==> src/common/pmsc_pkg.sv <==
package pmsc_pkg;

	// Widths of the register port and of the controlled resources.
	localparam int ADDR_W = 8;
	localparam int DATA_W = 8;
	localparam int NOUT   = 6;
	localparam int NGPIO  = 8;
	localparam int NTRI   = 4;

	// Register offsets.
	localparam logic [7:0] OFS_CTRL      = 8'h00;
	localparam logic [7:0] OFS_SLP_CFG   = 8'h01;
	localparam logic [7:0] OFS_DSLP_CFG  = 8'h02;
	localparam logic [7:0] OFS_SLP_GPIO  = 8'h03;
	localparam logic [7:0] OFS_DSLP_GPIO = 8'h04;
	localparam logic [7:0] OFS_VOUT      = 8'h05;
	localparam logic [7:0] OFS_STATUS    = 8'h06;
	localparam logic [7:0] OFS_STRAP     = 8'h07;

	// Control register fields.
	localparam int CTRL_SLEEP = 0;
	localparam int CTRL_DEEP  = 1;
	localparam int CTRL_SCOMB = 2;
	localparam int CTRL_DCOMB = 3;

	// Low-power configuration fields: per-output enables, buck three mode.
	localparam int CFG_EN_LSB = 0;
	localparam int CFG_B3_LSB = 6;

	// Voltage select fields.
	localparam int VO_B1 = 0;
	localparam int VO_B2 = 1;
	localparam int VO_B3 = 2;
	localparam int VO_B4 = 4;
	localparam int VO_L1 = 5;

	// Status fields.
	localparam int ST_STATE_LSB = 0;
	localparam int ST_DONE      = 3;
	localparam int ST_MASK_LSB  = 4;

	// Fixed volatile reset value.
	localparam logic [7:0] ZERO_BYTE = 8'h00;

	// Levels reported by a three-level strap comparator.
	localparam logic [1:0] LVL_LOW  = 2'h0;
	localparam logic [1:0] LVL_MID  = 2'h1;
	localparam logic [1:0] LVL_HIGH = 2'h2;

	// Buck three choice inside a low-power state.
	localparam logic [1:0] B3_STRAP = 2'h0;
	localparam logic [1:0] B3_SCALE = 2'h1;
	localparam logic [1:0] B3_OFF   = 2'h2;

	// Fault-retry dwell time.
	localparam int RETRY_MS  = 200;
	localparam int CLK_KHZ   = 250000;
	localparam int RETRY_CYC = RETRY_MS * CLK_KHZ;

	// Power states.
	typedef enum logic [2:0] {
		PMSC_COLD   = 3'b000,
		PMSC_STRAP  = 3'b001,
		PMSC_SEQ    = 3'b010,
		PMSC_ACTIVE = 3'b011,
		PMSC_SLEEP  = 3'b100,
		PMSC_DEEP   = 3'b101,
		PMSC_FAULT  = 3'b110
	} pmsc_state_t;

endpackage

==> src/verilog/pmsc_top.sv <==
// Design decisions made here: the address-and-strobe port and the address map.
`timescale 1ns/100ps
// Function
// - Volatile registers reset to fixed constants; writes lost on power cycle.
// - Factory-class registers reset to parameter defaults each power cycle.
// - Cold state waits for supply window, registers held at defaults.
// - Supply inside window leaves cold state toward sequence start.
// - Supply below lockout returns any state to cold, restoring registers.
// - Four three-level straps sampled before sequence start.
// - Straps give buck1 V/bypass, buck3 3 V, buck4 V/LDO, LDO1 V/bypass.
// - Buck two voltage set from a two-level GPIO.
// - LDO two regulator when its GPIO high, load switch when low.
// - One GPIO strap sets extra power-up delay of buck4, LDO1, LDO2.
// - Strap-assigned three-level GPIOs refuse host reassignment.
// - Straps sampled once at power-up, then latched.
// - Host may change voltages and low-power pattern; reset restores them.
// - Host may reassign free GPIOs; reset restores defaults.
// - Sequence start enables outputs, leaves once all are in regulation.
// - Fault masks forced to one during startup, cleared after success.
// - Active entered from sequence start with supply valid and no fault, or from sleep, deep sleep or fault retry.
// - Sleep applies per-output on/off and buck three choice.
// - Combine select 0: AND entry, exit as soon as any input drops.
// - Combine select 1: OR entry, exit only when all inputs drop.
// - Deep sleep has its own per-output and buck three settings.
// - Deep sleep uses its own combine select in the same way.
// - Serial interface machine reset on entering cold or fault-retry state.
// - Output OV/UV after start shuts rails, asserts reset, retries later.
module pmsc_top
	import pmsc_pkg::*;
#(
	parameter int           RETRY_CYCLES = RETRY_CYC,
	parameter logic [3:0]   STRAP_MASK   = 4'b1111,
	parameter int           B2_GPIO      = 0,
	parameter int           L2_GPIO      = 5,
	parameter int           DLY_GPIO     = 6,
	parameter logic         SCOMB_DEF    = 1'b0,
	parameter logic         DCOMB_DEF    = 1'b0,
	parameter logic [7:0]   SLP_CFG_DEF  = 8'h3F,
	parameter logic [7:0]   DSLP_CFG_DEF = 8'h81
) (
	input  wire logic              mclk_i,
	input  wire logic              rstn_i,
	input  wire logic              vin_above_undervoltage_lockout_threshold_i,
	input  wire logic              vin_below_ov_i,
	input  wire logic [NOUT-1:0]   out_in_reg_i,
	input  wire logic [NOUT-1:0]   out_ovuv_i,
	input  wire logic [NGPIO-1:0]  gpio_i,
	input  wire logic [2*NTRI-1:0] strap_lvl_i,
	input  wire logic [ADDR_W-1:0] addr_i,
	input  wire logic [DATA_W-1:0] wdata_i,
	input  wire logic              wr_i,
	input  wire logic              rd_i,
	output logic [DATA_W-1:0]      rdata_o,
	output logic [NOUT-1:0]        out_en_o,
	output logic [1:0]             b3_sel_o,
	output logic                   b3_scale_o,
	output logic [DATA_W-1:0]      vsel_o,
	output logic                   buck1_bypass_o,
	output logic                   buck4_ldo_o,
	output logic                   ldo1_bypass_o,
	output logic                   ldo2_switch_o,
	output logic                   extra_delay_o,
	output logic [3:0]             fault_mask_o,
	output logic                   system_reset_n_o,
	output logic                   serial_reset_o,
	output logic [2:0]             state_o
);

	// Derived widths: the synchroniser vector and the dwell counter.
	localparam int SW = 2 * NOUT + NGPIO + 2 * NTRI + 2;
	localparam int CW = $clog2(RETRY_CYCLES + 1);
	localparam logic [CW-1:0] RETRY_LAST = CW'(RETRY_CYCLES - 1);
	localparam logic [CW-1:0] CNT_ZERO   = '0;
	// Three-level pins 1..4 of the GPIO bank carry the straps.
	localparam logic [NGPIO-1:0] LOCK = {3'b000, STRAP_MASK, 1'b0};

	// Two-flop synchroniser on every asynchronous status input.
	// Trade-off: two cycles of latency on every status input buy freedom
	// from metastability on pins that move with no relation to the clock.
	logic [SW-1:0] sync_a;
	logic [SW-1:0] sync_b;
	wire  [SW-1:0] raw_in = {vin_above_undervoltage_lockout_threshold_i, vin_below_ov_i, out_in_reg_i,
		out_ovuv_i, gpio_i, strap_lvl_i};

	always_ff @(posedge mclk_i or negedge rstn_i) begin
		if (!rstn_i) begin
			sync_a <= '0;
			sync_b <= '0;
		end else begin
			sync_a <= raw_in;
			sync_b <= sync_a;
		end
	end

	// Unpack the synchronised vector in the order it was packed.
	wire              s_undervoltage_lockout_threshold_ok = sync_b[SW-1];
	wire              s_ov_ok   = sync_b[SW-2];
	wire [NOUT-1:0]   s_in_reg  = sync_b[SW-3 -: NOUT];
	wire [NOUT-1:0]   s_ovuv    = sync_b[SW-3-NOUT -: NOUT];
	wire [NGPIO-1:0]  s_gpio    = sync_b[2*NTRI +: NGPIO];
	wire [2*NTRI-1:0] s_strap   = sync_b[2*NTRI-1:0];

	// Registers and state.
	pmsc_state_t     state;
	pmsc_state_t     next_state;
	logic [7:0]      ctrl;
	logic [7:0]      slp_cfg;
	logic [7:0]      dslp_cfg;
	logic [7:0]      slp_gpio;
	logic [7:0]      dslp_gpio;
	logic [7:0]      vout;
	logic [7:0]      strap_q;
	logic            strap_done;
	logic [CW-1:0]   retry_cnt;

	// Supply conditions and the window test.
	wire vin_valid = s_undervoltage_lockout_threshold_ok & s_ov_ok;
	wire undervoltage_lockout_threshold_drop = ~s_undervoltage_lockout_threshold_ok & (state != PMSC_COLD);
	wire all_reg   = &s_in_reg;
	wire any_ovuv  = |s_ovuv;

	// Low-power request combining; an empty assignment leaves the bit alone.
	wire s_all  = &(s_gpio | ~slp_gpio);
	wire s_any  = |(s_gpio & slp_gpio);
	wire d_all  = &(s_gpio | ~dslp_gpio);
	wire d_any  = |(s_gpio & dslp_gpio);
	wire s_and  = ctrl[CTRL_SLEEP] & s_all;
	wire s_or   = ctrl[CTRL_SLEEP] | s_any;
	wire d_and  = ctrl[CTRL_DEEP] & d_all;
	wire d_or   = ctrl[CTRL_DEEP] | d_any;
	wire sleep_req = ctrl[CTRL_SCOMB] ? s_or : s_and;
	wire deep_req  = ctrl[CTRL_DCOMB] ? d_or : d_and;

	// Low-power target; deep sleep outranks sleep when both are requested.
	// Exit needs no extra logic: once the combined request falls, the
	// target drops back to active on the next edge.
	pmsc_state_t lp_target;
	assign lp_target = deep_req  ? PMSC_DEEP :
		(sleep_req ? PMSC_SLEEP : PMSC_ACTIVE);

	// Fault retry only arms once startup masks are released.
	wire ovuv_trip = any_ovuv & ~fault_mask_o[0];

	// Next-state logic.
	// A supply drop overrides every branch, so it is applied last.
	always_comb begin
		next_state = state;
		case (state)
			PMSC_COLD: begin
				if (vin_valid) begin
					next_state = PMSC_STRAP;
				end
			end
			PMSC_STRAP: begin
				next_state = PMSC_SEQ;
			end
			PMSC_SEQ: begin
				if (vin_valid && all_reg && !any_ovuv) begin
					next_state = lp_target;
				end
			end
			PMSC_ACTIVE, PMSC_SLEEP, PMSC_DEEP: begin
				if (ovuv_trip) begin
					next_state = PMSC_FAULT;
				end else begin
					next_state = lp_target;
				end
			end
			PMSC_FAULT: begin
				if (retry_cnt == RETRY_LAST) begin
					next_state = PMSC_ACTIVE;
				end
			end
			default: begin
				next_state = PMSC_COLD;
			end
		endcase
		if (undervoltage_lockout_threshold_drop) begin
			next_state = PMSC_COLD;
		end
	end

	// State register and fault dwell counter.
	// The counter restarts whenever the state leaves fault retry, so a
	// supply drop in the middle of a retry never leaves a stale count.
	always_ff @(posedge mclk_i or negedge rstn_i) begin
		if (!rstn_i) begin
			state     <= PMSC_COLD;
			retry_cnt <= CNT_ZERO;
		end else begin
			state     <= next_state;
			retry_cnt <= (state == PMSC_FAULT && next_state == PMSC_FAULT) ?
				retry_cnt + 1'b1 : CNT_ZERO;
		end
	end

	// Strap decode of the sampled levels.
	wire [1:0] lv_b1 = s_strap[1:0];
	wire [1:0] lv_b3 = s_strap[3:2];
	wire [1:0] lv_b4 = s_strap[5:4];
	wire [1:0] lv_l1 = s_strap[7:6];
	wire [7:0] strap_vout;
	assign strap_vout[VO_B1]      = (lv_b1 == LVL_HIGH);
	assign strap_vout[VO_B2]      = ~s_gpio[B2_GPIO];
	assign strap_vout[VO_B3 +: 2] = lv_b3;
	assign strap_vout[VO_B4]      = (lv_b4 == LVL_HIGH);
	assign strap_vout[VO_L1]      = (lv_l1 == LVL_HIGH);
	assign strap_vout[7:6]        = 2'b00;

	// Strap latch: taken once per power-up, frozen until cold reset.
	// The done flag guards against a second capture should the state ever
	// linger in strap; only a return to cold rearms it.
	always_ff @(posedge mclk_i or negedge rstn_i) begin
		if (!rstn_i) begin
			strap_q        <= ZERO_BYTE;
			strap_done     <= 1'b0;
			buck1_bypass_o <= 1'b0;
			buck4_ldo_o    <= 1'b0;
			ldo1_bypass_o  <= 1'b0;
			ldo2_switch_o  <= 1'b0;
			extra_delay_o  <= 1'b0;
		end else if (next_state == PMSC_COLD) begin
			strap_done <= 1'b0;
		end else if (state == PMSC_STRAP && !strap_done) begin
			strap_q        <= s_strap;
			strap_done     <= 1'b1;
			buck1_bypass_o <= STRAP_MASK[0] & (lv_b1 == LVL_MID);
			buck4_ldo_o    <= STRAP_MASK[2] & (lv_b4 == LVL_MID);
			ldo1_bypass_o  <= STRAP_MASK[3] & (lv_l1 == LVL_MID);
			ldo2_switch_o  <= ~s_gpio[L2_GPIO];
			extra_delay_o  <= s_gpio[DLY_GPIO];
		end
	end

	// Register decode.
	// Writes are decoded by exact offset; unmapped offsets fall through
	// and are simply ignored.
	wire wr_ctrl  = wr_i & (addr_i == OFS_CTRL);
	wire wr_scfg  = wr_i & (addr_i == OFS_SLP_CFG);
	wire wr_dcfg  = wr_i & (addr_i == OFS_DSLP_CFG);
	wire wr_sgp   = wr_i & (addr_i == OFS_SLP_GPIO);
	wire wr_dgp   = wr_i & (addr_i == OFS_DSLP_GPIO);
	wire wr_vout  = wr_i & (addr_i == OFS_VOUT);
	wire reg_init = (state == PMSC_COLD);
	wire [7:0] ctrl_def = {4'h0, DCOMB_DEF, SCOMB_DEF, 2'b00};

	// Register file: any return to cold restores every default, so nothing
	// the host wrote survives a supply cycle.
	always_ff @(posedge mclk_i or negedge rstn_i) begin
		if (!rstn_i) begin
			ctrl      <= {4'h0, DCOMB_DEF, SCOMB_DEF, 2'b00};
			slp_cfg   <= SLP_CFG_DEF;
			dslp_cfg  <= DSLP_CFG_DEF;
			slp_gpio  <= ZERO_BYTE;
			dslp_gpio <= ZERO_BYTE;
			vout      <= ZERO_BYTE;
		end else if (reg_init || undervoltage_lockout_threshold_drop) begin
			ctrl      <= ctrl_def;
			slp_cfg   <= SLP_CFG_DEF;
			dslp_cfg  <= DSLP_CFG_DEF;
			slp_gpio  <= ZERO_BYTE;
			dslp_gpio <= ZERO_BYTE;
			vout      <= ZERO_BYTE;
		end else begin
			if (state == PMSC_STRAP) begin
				vout <= strap_vout;
			end else if (wr_vout) begin
				vout <= wdata_i;
			end
			if (wr_ctrl) begin
				ctrl <= wdata_i;
			end
			if (wr_scfg) begin
				slp_cfg <= wdata_i;
			end
			if (wr_dcfg) begin
				dslp_cfg <= wdata_i;
			end
			if (wr_sgp) begin
				slp_gpio <= wdata_i & ~LOCK;
			end
			if (wr_dgp) begin
				dslp_gpio <= wdata_i & ~LOCK;
			end
		end
	end

	// Read mux; unmapped offsets read as zero.
	// The mux follows the address combinationally; only the registered
	// copy reaches the pin, so the port never shows a glitch.
	wire [7:0] status = {fault_mask_o, strap_done, state_o};
	logic [7:0] rd_mux;
	always_comb begin
		case (addr_i)
			OFS_CTRL:      rd_mux = ctrl;
			OFS_SLP_CFG:   rd_mux = slp_cfg;
			OFS_DSLP_CFG:  rd_mux = dslp_cfg;
			OFS_SLP_GPIO:  rd_mux = slp_gpio;
			OFS_DSLP_GPIO: rd_mux = dslp_gpio;
			OFS_VOUT:      rd_mux = vout;
			OFS_STATUS:    rd_mux = status;
			OFS_STRAP:     rd_mux = strap_q;
			default:       rd_mux = ZERO_BYTE;
		endcase
	end

	// Read data stand for exactly the cycle after the read strobe.
	always_ff @(posedge mclk_i or negedge rstn_i) begin
		if (!rstn_i) begin
			rdata_o <= ZERO_BYTE;
		end else begin
			rdata_o <= rd_i ? rd_mux : ZERO_BYTE;
		end
	end

	// Output pattern per next state; the analog sequencer applies the
	// per-output on and off delays, so enables here are plain levels.
	logic [NOUT-1:0] next_en;
	logic [1:0]      next_b3;
	always_comb begin
		next_en = '0;
		next_b3 = B3_STRAP;
		case (next_state)
			PMSC_SEQ, PMSC_ACTIVE: begin
				next_en = '1;
			end
			PMSC_SLEEP: begin
				next_en = slp_cfg[CFG_EN_LSB +: NOUT];
				next_b3 = slp_cfg[CFG_B3_LSB +: 2];
			end
			PMSC_DEEP: begin
				next_en = dslp_cfg[CFG_EN_LSB +: NOUT];
				next_b3 = dslp_cfg[CFG_B3_LSB +: 2];
			end
			default: begin
				next_en = '0;
			end
		endcase
		if (next_b3 == B3_OFF) begin
			next_en[2] = 1'b0;
		end
	end

	// Entering cold or fault-retry pulses the serial reset for one cycle.
	wire enter_clr = (next_state != state) &&
		(next_state == PMSC_COLD || next_state == PMSC_FAULT);
	wire next_masks_on = (next_state == PMSC_COLD) ||
		(next_state == PMSC_STRAP) || (next_state == PMSC_SEQ);

	// Registered outputs.
	// Every output except b3_sel_o and vsel_o, which follow vout, is taken
	// from next_state so that the state code and
	// the levels it implies change on the same edge.
	always_ff @(posedge mclk_i or negedge rstn_i) begin
		if (!rstn_i) begin
			out_en_o         <= '0;
			b3_sel_o         <= 2'b00;
			b3_scale_o       <= 1'b0;
			vsel_o           <= ZERO_BYTE;
			fault_mask_o     <= 4'hF;
			system_reset_n_o <= 1'b0;
			serial_reset_o   <= 1'b0;
			state_o          <= PMSC_COLD;
		end else begin
			out_en_o         <= next_en;
			b3_scale_o       <= (next_b3 == B3_SCALE);
			b3_sel_o         <= vout[VO_B3 +: 2];
			vsel_o           <= vout;
			fault_mask_o     <= {4{next_masks_on}};
			system_reset_n_o <= (next_state == PMSC_ACTIVE) ||
				(next_state == PMSC_SLEEP) || (next_state == PMSC_DEEP);
			serial_reset_o   <= enter_clr;
			state_o          <= next_state;
		end
	end

endmodule

==> config.mk <==
export PLATFORM = sky130hd
export DESIGN_NAME = pmsc_top
export DESIGN_NICKNAME = d
export VERILOG_FILES = /design/src/common/pmsc_pkg.sv /design/src/verilog/pmsc_top.sv
export SDC_FILE = /design/constraint.sdc
export NUM_CORES = 1
export LEC_CHECK = 0
export ABC_AREA = 0
export BUFFER_PORTS_ARGS = -buffer_cell sky130_fd_sc_hd__buf_4
export CAP_MARGIN = 25
export CORE_AREA = 5 5 129 131
export DETAILED_ROUTE_END_ITERATION = 7
export DIE_AREA = 0 0 134 136
export GPL_TIMING_DRIVEN = 0
export PLACE_DENSITY = 0.74
export SYNTH_ARGS = -nofsm -noshare
export SYNTH_HDL_FRONTEND = slang
export SYNTH_SLANG_ARGS = --single-unit
==> constraint.sdc <==
create_clock -name mclk_i -period 2.79 [get_ports mclk_i]
set_input_delay 0.1395 -clock mclk_i [delete_from_list [all_inputs] [get_ports mclk_i]]
set_output_delay 0.1395 -clock mclk_i [all_outputs]
set_load 0.02 [all_outputs]
---- Word-level counts from Yosys, hierarchy flattened ----
Index checks and enable logic that the tools add are counted.
W data, S select, Z words.
word-level totals
  register bits after elaboration ......... 179
  input bits .............................. 50
  output and inout port bits .............. 39
  word-level logic and storage cells ...... 143
cells by class
  $add $sub $neg .......................... 1
  equality and inequality tests ........... 29
  multiplexer cells ....................... 31
  bitwise logic cells ..................... 24
  reduce and logical (&&, ||, !) cells .... 33
operator list
  operator                 count
  $mux W8                  14
  $pmux W8 S8              1
  $eq A8 B3 Y1 const B     4
  $add A26 B1 Y26 const B  1
  $eq A26 B26 Y1 const B   1
  $mux W26                 1
  $mux W3                  7
  $eq A3 B3 Y1 const B     6
  $pmux W6 S3              1
  $and A8 B8 Y8            2
  $eq A8 B2 Y1 const B     2
  $not A8 Y8               2
  $or A8 B8 Y8             2
  $reduce_and A8 Y1        2
  $reduce_or A8 Y1         2
  $pmux W3 S5              1
  $eq A3 B2 Y1 const B     4
  $reduce_bool A2 Y1       6
  $and A1 B1 Y1            11
  $eq A2 B1 Y1 const B     4
  $eq A2 B2 Y1 const B     4
  $eq A8 B1 Y1 const B     1
  $logic_not A8 Y1         1
  $eq A3 B1 Y1 const B     2
  15 further kinds         36

---- Logic depth before layout (Yosys ltp) ----
Gate-level depths: netlist of run 1.
  depth in word-level cells ............... 14
  depth in mapped cells ................... 10

---- Worst setup path before layout of run 1 ----
Ideal clock, no wire load.
  kind .................................... register to register
  start point ............................. reg state_o[2] (netlist name)
  end point ............................... reg buck1_bypass_o
  arrival ................................. 2.377 ns
  required time ........................... 2.665 ns
  setup slack ............................. 0.288 ns
  cell stages (with the launch flop) ...... 10
  buffers on the path ..................... 2
  clock period less this slack ............ 2.502 ns
  path through ............................ dfrtp_1 -> clkbuf_8 -> nor2_4 -> o21bai_1 -> and2_2 -> nor4_4 -> nor3_4 -> nor3_4 -> buf_12 -> mux2_4
RTL lines
  item                  RTL line         RTL
  to (signal assigned)  pmsc_top.sv:227  buck1_bypass_o <= STRAP_MASK[0] & (lv_b1 == LVL_MID);
  to (decl)             pmsc_top.sv:58   output logic buck1_bypass_o,

---- Worst setup path after layout of run 1 ----
  start point ............................. reg retry_cnt[0]
  end point ............................... reg ldo1_bypass_o
on the way
  word-level cells in the longest chain between the ends .. 7
RTL lines
  item                         RTL line         RTL
  from (decl)                  pmsc_top.sv:114  logic [CW-1:0] retry_cnt;
  from (signal assigned)       pmsc_top.sv:192  retry_cnt <= (state == PMSC_FAULT && next_state == PMSC_FAULT) ?
  $eq A26 B26 Y1               pmsc_top.sv:170  if (retry_cnt == RETRY_LAST) begin
  $mux W3                      pmsc_top.sv:170
  $pmux W3 S5                  pmsc_top.sv:148  case (state)
  $mux W3                      pmsc_top.sv:178  if (undervoltage_lockout_threshold_drop) begin
  via next_state[2]            pmsc_top.sv:105  pmsc_state_t next_state;
  $logic_not A3 Y1             pmsc_top.sv:222  end else if (next_state == PMSC_COLD) begin
  $not A1 Y1 (no line)         -
  $reduce_and A2 Y1 (no line)  -
  to (signal assigned)         pmsc_top.sv:229  ldo1_bypass_o <= STRAP_MASK[3] & (lv_l1 == LVL_MID);
  to (decl)                    pmsc_top.sv:60   output logic ldo1_bypass_o,
The timed path passes the listed nets, and every way through them passes these cells.
A chain may end at the register's enable or synchronous reset.

==> impl_metrics.toml, run 1 <==
[floorplanning]
die_area_mm2 = 0.01822
core_mm2 = 0.01548
ios = 89
start_util_pct = 43.58
dieWidth_um = 134
num_rows = 46
die_y_um = 136

[route]
drtAntennaViolNets = 0
drt_first_pass_iters = 7
drcViolationCount = 0
wire_per_inst_um = 17.99
wl_um = 17130
drt_iter0_drc = 405
vias_per_cell = 5.523
vias = 5258

[sta]
max_freq_ghz = 0.3600
relSlewSlack_pct = 32.72
final_hold_viol_count = 0
worst_hold_slack_ns = 0.02763
slew_viol_final = 0
fin_tns_setup_ns = 0
tightest_slew_ns = 1.002
rsz0062_at_grt = "true"
setup_viol = 0
fin_ws_ns = 0.01184
fin_crit_sh_pct = 99.58
period_minus_slack_ns = 2.778
finClkSkew_ns = 0.009026

[synth]
syn-num-nets = 652
syn_inst = 601
avgSynthCellArea_um2 = 11.23
synth_edf_count = 0
synthFlopType = "dfrtp_1"
yosysWarnings = 0
synth_cell_types = 72
ys_ff_latch = 161
netlist_area_mm2 = 0.006746
async_flop_share_pct = 100.0
synth-seq-area-share_pct = 59.89

[power]
p_leak_nw = 3.737
ir_drop_mv = 0.4563
p_per_area_mw_per_mm2 = 748.9

[setup_path]
cp.required_ns = 3.09
arrival_ns = 3.08
cp_slowest_cell = "dfrtp_1"
cp_common_cell = "nor3_4"
reg2regPathDepth = 10
worst_path_largest_cell_delay_ns = 0.40
cp-end-kind = "register"
path_cells = "ha_2 > and3_4 > nand4_1 > o31a_1 > o21a_4 > a31o_4 > nor3_4 > nor3_4 > buf_12 > mux2_4"
critPathKind = "register to register"
critPathMaxFanout = 10
ff2ff_setup_slack_ns = 0.01
start_kind = "register"

[cells_and_area]
final.fill_count = 1252
areaGrowthSynthToFinish_pct = 28.06
drive_gt1_share_pct = 23.95
final_area_mm2 = 0.008640
fin_nets = 799
num_antenna_cells = 0

[place]
dp_hpwl_um = 11770
post-place-ws_ns = 0.03465
gp_congestion = 0.8863
placed_area_mm2 = 0.007626
port_buffers = 81

[clock_tree]
cts_tree = "done"
htree_levels = 4
clk_pin_slew_ns = 0.06
root_buffer = "clkbuf_16"
clockBufferDepth = 2
clock_latency_ns = 0.42
numCtsBuffers = 17
cts_sinks = 161

[global_routing]
grt_first_pass_wirelength_um = 27740
grt_max_degree = 88
antenna_found_initial = 0
grt_usage_pct = 19.45
grt_pass1_vias = 5356
grt.overflow.total = 0

[run]
drv_cap = 0

[run_status]
status = "complete, no violations"

[hold_path]
hold_class = "primary input to register"
hold_path_depth = 3
-- path summary, 6_finish.rpt --
path                                        endpoint                    from
max in group asynchronous       sync_b[25]$_DFF_PN0_                  rstn_i
max                        ldo1_bypass_o$_DFFE_PN0P_  retry_cnt[0]$_DFF_PN0_
min                          slp_gpio[5]$_DFFE_PN0P_              wdata_i[5]
min in group asynchronous        sync_a[8]$_DFF_PN0_                  rstn_i
max reg2reg                ldo1_bypass_o$_DFFE_PN0P_  retry_cnt[0]$_DFF_PN0_
min reg2reg                     sync_b[26]$_DFF_PN0_    sync_a[26]$_DFF_PN0_
-- per-stage QoR --
| stage | cells | util [%] | total power, W |
|---|---|---|---|
| floorplan | 601 | - | 0.003585 |
| global placement | 874 | 49.05 | 0.004129 |
| CTS | 939 | 55.06 | 0.006457 |
| finish | 952 | 55.80 | 0.006470 |
| global route | 952 | 55.80 | 0.006734 |
| detailed placement | 875 | 49.26 | 0.004176 |
-- area by class of cell --
cell class              instances  area, µm²  area share (%)
inverters                       8      30.03          0.3476
well taps                     192      240.2           2.781
repair buffers                128       1065           12.32
flip-flops and latches        161       4040           46.76
clock buffers                  19      432.9           5.011
multi-input cells             403       2519           29.15
plain buffers                  29      177.7           2.056
clock inverters                12      135.1           1.564
-- flip-flops by register name, summed over array words and instances (netlist names), 3 cells and up --
| register | cells |
|---|---|
| dslp_cfg | 8 |
| slp_cfg | 8 |
| out_en_o | 6 |
| dslp_gpio | 4 |
| vsel_o | 8 |
| slp_gpio | 4 |
| retry_cnt | 26 |
| sync_a | 26 |
| state_o | 3 |
| strap_q | 8 |
| rdata_o | 8 |
| ctrl | 8 |
| vout | 8 |
| sync_b | 26 |
-- routing by layer --
layer | share of wire (%) | wire (µm) | vias up | track usage [%]
li1 | - | - | 2406 | -
met1 | 43 | 7360 | 2582 | 25.69
met2 | 47 | 8135 | 231 | 30.35
met3 | 7.3 | 1258 | 39 | 5.255
met4 | 2.2 | 374 | 0 | 8.514
met5 | 0 | 0 | - | 0
-- cells by family (layout without fill, tap and decap cells) --
logic type	after synthesis	count (layout)	synth area share, %
flops	161	161	59.89
buf+inv	37	196	3.079
fa+ha+maj	1	1	0.1854
mux	13	13	2.652
compound gates	110	110	11.91
xor+xnor	24	24	3.116
simple gates	255	255	19.18
-- critical path: cells and delay by family (launching register included) --
kind                     cells  cell delay (ns)
AND/OR/NAND/NOR              4             0.72
flip-flops                   1             0.40
buffers and inverters        1             0.16
AO/OA/AOI/OAI                3             0.86
adder cells (fa/ha/maj)      1             0.20
multiplexers                 1             0.29
-- layout by cell type, fill, tap and decap left out, types with 4 or more instances in the layout --
master         instances
dlygate4sd3_1         33
and4_1                 5
o21ai_0                6
a31oi_1                6
nand2b_1               6
o31ai_1                4
dfstp_2                9
nor4_1                 4
a22oi_1               29
and3_1                 4
a21oi_1               39
dfrtp_1              152
nor2_1                43
buf_4                 97
nor3b_1                4
nor2b_1                5
clkbuf_1              18
nand3_1               45
xnor2_1               10
xor2_1                14
clkbuf_16             17
mux2_4                 9
nand4_1                7
inv_1                  8
nor3_1                 6
nand2_1               99
-- cell usage after synthesis, drive strengths merged (4+ instances only) --
cell type  instances  area, µm²
a21oi             39      195.2
a22oi             30      239.0
nand2            100      377.9
dfstp              9      236.5
and2b              4      31.28
a221oi             4      41.29
dfrtp            152       3804
nor4               7      65.06
and3               5      31.28
nor2b              5      31.28
o21ai              7      35.03
nor2              44      172.7
clkbuf            19      95.10
and4               5      43.79
nand3             45      225.2
a31oi              6      37.54
nor3               9      72.57
nand4              7      43.79
nand2b             7      46.30
inv                8      30.03
mux2              12      168.9
nor3b              5      42.54
xnor2             10      87.58
o31ai              4      30.03
buf               10      82.58
xor2              14      122.6
-- repair_timing --
action	in CTS	in global routing
buffers inserted	0	12
hold endpoints to repair	116	0
hold buffers	33	0
setup endpoints to repair	0	11
gates resized for setup	0	4
-- power breakdown --
part	total, W	internal [W]	switching [W]	leakage, nW
combinational	0.00145	0.000643	0.000810	1.40
sequential	0.00278	0.00260	0.000181	2.06
clock	0.00224	0.00132	0.000921	0.278
total	0.00647	0.00456	0.00191	3.74
No activity file was read; power rests on OpenSTA's default activity.
==> inputs of run 2 (changes only) <==
Settings changed: ABC_AREA 0 to 1, CORE_AREA 5 5 129 131 to 5 5 130 132, DIE_AREA 0 0 134 136 to 0 0 135 137, SKIP_CTS_REPAIR_TIMING set to 1.
==> run 2 against run 1 <==
The flow now finishes with violations (negative hold slack). Cell count rose by 13%. Setup slack better by 0.41 ns. Sequential cell count did not move. Sequential power is 14% higher. Largest power group unchanged. Largest cell class unchanged. Sequential share of layout area is 0.15 points lower. Fmax is 17% higher. Non-clock buffer count down 30. Design area up 0.32%. Clock-buffer cell count increased by 3.
==> impl_metrics.toml, run 2 <==
[synth]
synth.most_common_cell = "nand2_1"
yosys-top-cells-count = "nand2_1 (162), dfrtp_1 (152), inv_1 (74)"
yosys.area.top_type = "dfrtp_1"
yosysWarnings = 0
ys_ff_latch = 161
yosysTopAreaCellShare_pct = 55.39
syn_inst = 720
synth_edf_count = 0
synthFlopType = "dfrtp_1"
syn-num-nets = 771
synth-seq-area-share_pct = 58.84
netlist_area_mm2 = 0.006867
synth_area_leaders = "dfrtp_1 (55%), nand2_1 (8.9%), o21ai_0 (4.4%)"
synth_cell_types = 52
avgSynthCellArea_um2 = 9.537
async_flop_share_pct = 100.0

[place]
gp_congestion = 0.9097
post-place-ws_ns = 0.4479
port_buffers = 84
dp_hpwl_um = 11630

[sta]
finClkSkew_ns = 0.007630
relSlewSlack_pct = 31.45
fin_ws_ns = 0.4193
period_minus_slack_ns = 2.371
slew_viol_final = 0
fin_crit_sh_pct = 84.97
fin_tns_setup_ns = 0
rsz0062_at_grt = "false"
worst_hold_slack_ns = -0.006599
setup_viol = 0
final_hold_viol_count = 4
tightest_slew_ns = 1.020
max_freq_ghz = 0.4218

[clock_tree]
numCtsBuffers = 17
cts_sinks = 161
clockBufferDepth = 2
root_buffer = "clkbuf_16"
htree_levels = 4
clk_pin_slew_ns = 0.06
cts_tree = "done"
clock_latency_ns = 0.43

[floorplanning]
ios = 89
core_mm2 = 0.01560
die_y_um = 137
num_rows = 46
die_area_mm2 = 0.01850
start_util_pct = 44.02
dieWidth_um = 135

[setup_path]
critPathKind = "register to register"
arrival_ns = 2.66
cp-end-kind = "register"
critPathMaxFanout = 10
start_kind = "register"
reg2regPathDepth = 7
cp.required_ns = 3.08

[route]
vias = 5413
drt_iter0_drc = 439
wl_um = 16320
drcViolationCount = 0
drt_first_pass_iters = 8
vias_per_cell = 5.012
drtAntennaViolNets = 0
wire_per_inst_um = 15.11

[power]
power.share.clock_pct = 29.6
ir_drop_mv = 0.5270
p_per_area_mw_per_mm2 = 919.1
swShare_pct = 35.18
p_leak_nw = 4.037
internal_power_w = 0.005164
seq_power_share_pct = 40.0
p_sw_w = 0.002802
p_comb_share_pct = 30.5

[cells_and_area]
most-common-layout-cells = "nand2_1 (162), dfrtp_1 (152), buf_4 (88)"
areaGrowthSynthToFinish_pct = 26.22
drive_gt1_share_pct = 21.88
num_antenna_cells = 0
layout.cells.most_common = "nand2_1"
reg_top3 = "retry_cnt x26, sync_a x26, sync_b x26"
fin_nets = 902

[hold_path]
hold_path_depth = 3
hold_class = "primary input to register"

[global_routing]
grt_usage_pct = 18.26
grt_pass1_vias = 5204
grt_max_degree = 85
grt.overflow.total = 0
grt_first_pass_wirelength_um = 26050
antenna_found_initial = 0

[run]
drv_cap = 0

[run_status]
violations = "negative hold slack"
status = "finished with violations"
[run 2: final timing paths]
| check | start | slack [ns] | to |
|---|---|---|---|
| setup / recovery | state_o[1]$_DFF_PN0_ | 0.42 | slp_gpio[6]$_DFFE_PN0P_ |
| setup reg to reg | state_o[1]$_DFF_PN0_ | 0.42 | slp_gpio[6]$_DFFE_PN0P_ |
| min in group asynchronous | rstn_i | 0.32 | ldo1_bypass_o$_DFFE_PN0P_ |
| hold / removal | rd_i | -0.007 | rdata_o[3]$_DFF_PN0_ |
| max in group asynchronous | rstn_i | 1.63 | fault_mask_o[0]$_DFF_PN1_ |
| hold reg to reg | sync_a[16]$_DFF_PN0_ | 0.35 | sync_b[16]$_DFF_PN0_ |
[run 2: routing by layer]
layer,routed length (µm),vias up,share of wire [%],GRT usage (%)
met5,0,-,0,0
met4,521,0,3.2,8.007
met3,1243,39,7.6,5.404
met2,7912,203,48,29.79
met1,6637,2562,41,22.67
li1,-,2609,-,-
[run 2: logic make-up after synthesis]
group	after synthesis	share of synthesized area (%)
and+or+nand+nor	338	23.54
DFF	161	58.84
AOI/OAI and AO/OA	117	10.24
buffers and inverters	93	5.922
xor gates and xnor gates	10	1.276
adders and majority gates	1	0.1822
[run 2: power by group through the flow]
stage | Clock, W | Combinational [W] | Sequential (W)
2_1_floorplan | 0 | 0.00139 | 0.00331
3_3_place_gp | 0 | 0.00232 | 0.00320
3_5_place_dp | 0 | 0.00237 | 0.00321
4_1_cts | 0.00240 | 0.00241 | 0.00318
5_1_grt | 0.00249 | 0.00267 | 0.00324
6_report | 0.00236 | 0.00243 | 0.00318
[run 2: cell type report]
| class | instances | area, µm² |
|---|---|---|
| inverters | 78 | 294.0 |
| clock buffers | 22 | 464.2 |
| clock inverters | 10 | 133.9 |
| multi-input cells | 466 | 2420 |
| flip-flops and latches | 161 | 4040 |
| well taps | 216 | 270.3 |
| fillers | 1356 | 6930 |
| plain buffers | 15 | 112.6 |
| repair buffers | 112 | 932.1 |
[run 2: worst max-delay path: stages (launching register included)]
cell and delay, ns:
dfrtp_1 0.48, nor2_2 0.18, inv_2 0.09, o21ai_0 0.44, clkbuf_1 0.50, a41oi_1 0.27
nand2_1 0.15, o21ai_0 0.09
[run 2: metrics by stage]
stage | std cells | power, W | utilization [%] | area [µm²]
CTS | 1053 | 0.007988 | 53.83 | 8397
global placement | 1020 | 0.005527 | 49.80 | 7767
global route | 1080 | 0.008393 | 55.57 | 8667
floorplan | 720 | 0.004702 | - | 6867
finish | 1080 | 0.007966 | 55.57 | 8667
detailed placement | 1021 | 0.005587 | 50.00 | 7799
==> inputs of run 3 (changes only) <==
Settings changed: ABC_AREA 1 to 0, CORE_AREA 5 5 130 132 to 5 5 129 131, DIE_AREA 0 0 135 137 to 0 0 134 136.
Clock period 2.79 ns to 2.32 ns, I/O delays scaled along.
==> run 3 against run 2 <==
Setup slack worse by 0.78 ns. Routed wire length up 9.2%. Clock power up 21%. Combinational power down 25%. Non-clock buffer count up 43. The flow finishes with violations (negative hold slack, negative setup slack). Critical path depth up 3. Design area up 3.4%. Power up 0.84%. Sequential share of layout area down 1.5 points. Via count about the same. Register-to-register slack worse by 0.78 ns. Largest power group unchanged. Sequential power up 5%.
==> impl_metrics.toml, run 3 (synthesis gave the netlist of run 1 again) <==
[run]
drv_cap = 0

[power]
p_sw_w = 0.002362
seq_power_share_pct = 41.7
total_power_w = 0.008033
power.share.clock_pct = 35.6
internal_power_w = 0.005671
swShare_pct = 29.40
ir_drop_mv = 0.7034
p_leak_nw = 3.897
p_comb_share_pct = 22.7
p_per_area_mw_per_mm2 = 896.0

[setup_path]
cp_common_cell = "nor3_4"
crit_buf_inv = 1
critPathMaxFanout = 10
critPathKind = "register to register"
critPathTopFamily = "compound AO/OA/AOI/OAI gates"
path_cells = "ha_2 > and3_4 > nand4_1 > o31a_1 > o21a_4 > a31o_4 > nor3_4 > nor3_4 > buf_12 > mux2_4"
cp-startpoint = "retry_cnt[0]$_DFF_PN0_"
r2r_start = "retry_cnt[0]$_DFF_PN0_"
reg2regPathDepth = 10
rr_endpoint = "strap_q[5]$_DFFE_PN0P_"
ff2ff_setup_slack_ns = -0.36
cp.required_ns = 2.63
worst_path_largest_cell_delay_ns = 0.39
arrival_ns = 2.99
cp_slowest_cell = "dfrtp_1"
cp-end-kind = "register"
path_depth = 10
start_kind = "register"

[global_routing]
grt_first_pass_wirelength_um = 27190
grt_usage_pct = 18.92
grt_pass1_vias = 5186
antenna_found_initial = 1
grt_max_degree = 85
grt.overflow.total = 0

[clock_tree]
cts_tree = "done"
clk_pin_slew_ns = 0.06
htree_levels = 4
clock_latency_ns = 0.43
clockBufferDepth = 2
cts_sinks = 161
numCtsBuffers = 17
root_buffer = "clkbuf_16"

[floorplanning]
start_util_pct = 43.58
ios = 89
core_mm2 = 0.01548
num_rows = 46
die_y_um = 136
die_area_mm2 = 0.01822
dieWidth_um = 134

[place]
gp_congestion = 0.8673
port_buffers = 81
dp_hpwl_um = 11640
placed_area_mm2 = 0.007639

[cells_and_area]
final_area_mm2 = 0.008965
reg_top3 = "retry_cnt x26, sync_a x26, sync_b x26"
num_antenna_cells = 0
fin_nets = 812
seqCellArea_mm2 = 0.004045
layout.cells.most_common = "dfrtp_1"
final.fill_count = 1168
multi_input_area_mm2 = 0.002668
drive_gt1_share_pct = 29.59
most-common-layout-cells = "dfrtp_1 (148), buf_4 (107), nand2_1 (97)"
areaGrowthSynthToFinish_pct = 32.88

[hold_path]
hold_path_depth = 3
min_from = "wdata_i[7]"
hold_class = "primary input to register"
holdPathEnd = "slp_cfg[7]$_DFFE_PN0P_"

[run_status]
violations = "negative hold slack, negative setup slack"
status = "finished with violations"

[sta]
rsz0062_at_grt = "true"
fin_crit_sh_pct = 115.5
period_minus_slack_ns = 2.680
slew_viol_final = 0
tightest_slew_ns = 1.081
finClkSkew_ns = 0.01168
setup_viol = 22
final_hold_viol_count = 4
fin_tns_setup_ns = -5.698
worst_hold_slack_ns = -0.01322
fin_ws_ns = -0.3598
relSlewSlack_pct = 27.38
max_freq_ghz = 0.3732

[route]
vias_per_cell = 5.598
wl_met2_um = 8707
dr.max_layer_used = "met5"
wl_um = 17820
wire_per_inst_um = 18.45
vias = 5408
drt_first_pass_iters = 5
drtAntennaViolNets = 0
drcViolationCount = 0
drt_iter0_drc = 509
met1_length_um = 7444
wl_met3_um = 1334
==> run 3: cell types whose count changed in the layout (fill, tap and decap cells not counted), moves of 8 or more <==
cell / change
nand2_1: -65
inv_1: -66
a22oi_2: +8
xnor2_1: +8
o21ai_0: -54
nor3_2: -11
a21oi_1: +18
a22oi_1: +21
nand2_2: -9
mux2_4: +10
nand3_1: +13
buf_4: +19
nor2_1: -32
==> run 3: power by group through the flow <==
| stage | logic [W] | clock network [W] | registers [W] |
|---|---|---|---|
| after floorplan | 0.000827 | 0 | 0.00349 |
| after global placement | 0.00160 | 0 | 0.00337 |
| after detailed placement | 0.00164 | 0 | 0.00338 |
| after CTS | 0.00165 | 0.00289 | 0.00334 |
| after global routing | 0.00195 | 0.00302 | 0.00338 |
| final | 0.00182 | 0.00286 | 0.00335 |
==> run 3: per-stage QoR <==
stage	util [%]	hold WS (ns)	cells	worst slack (ns)
after detailed placement	49.34	0.2016	875	-0.3978
after global placement	49.14	0.2261	874	-0.3501
after CTS	53.23	-0.2438	907	-0.4592
after global routing	57.90	0.007652	966	-0.4663
final	57.90	-0.01322	966	-0.3598
after floorplan	-	-0.1796	601	-0.1003
==> run 3: worst max-delay path by stage <==
stage	endpoint	slack [ns]
after floorplan	buck1_bypass_o$_DFFE_PN0P_	-0.10
after global placement	extra_delay_o$_DFFE_PN0P_	-0.35
after detailed placement	buck1_bypass_o$_DFFE_PN0P_	-0.40
after CTS	strap_q[5]$_DFFE_PN0P_	-0.46
after global routing	buck1_bypass_o$_DFFE_PN0P_	-0.47
final	strap_q[5]$_DFFE_PN0P_	-0.36
==> run 3: layout make-up <==
type	instances	share of cell area (%)
well taps	192	2.680
plain buffers	28	2.052
flip-flops and latches	161	45.12
clock inverters	12	1.745
clock buffers	20	4.983
multi-input cells	403	29.76
repair buffers	142	13.33
inverters	8	0.3350
==> run 3: worst reg2reg max path: cells and delay by family (launching register included) <==
family	cells	cell delay, ns
AO/OA/AOI/OAI	3	0.83
AND/OR/NAND/NOR	4	0.68
flip-flops	1	0.39
multiplexers	1	0.30
adder cells (fa/ha/maj)	1	0.21
buffers and inverters	1	0.16
==> run 3: layer usage <==
| metal | GRT usage, % | vias to the layer above |
|---|---|---|
| li1 | - | 2429 |
| met5 | 0 | - |
| met3 | 5.551 | 33 |
| met1 | 25.41 | 2690 |
| met2 | 29.48 | 254 |
| met4 | 6.743 | 2 |
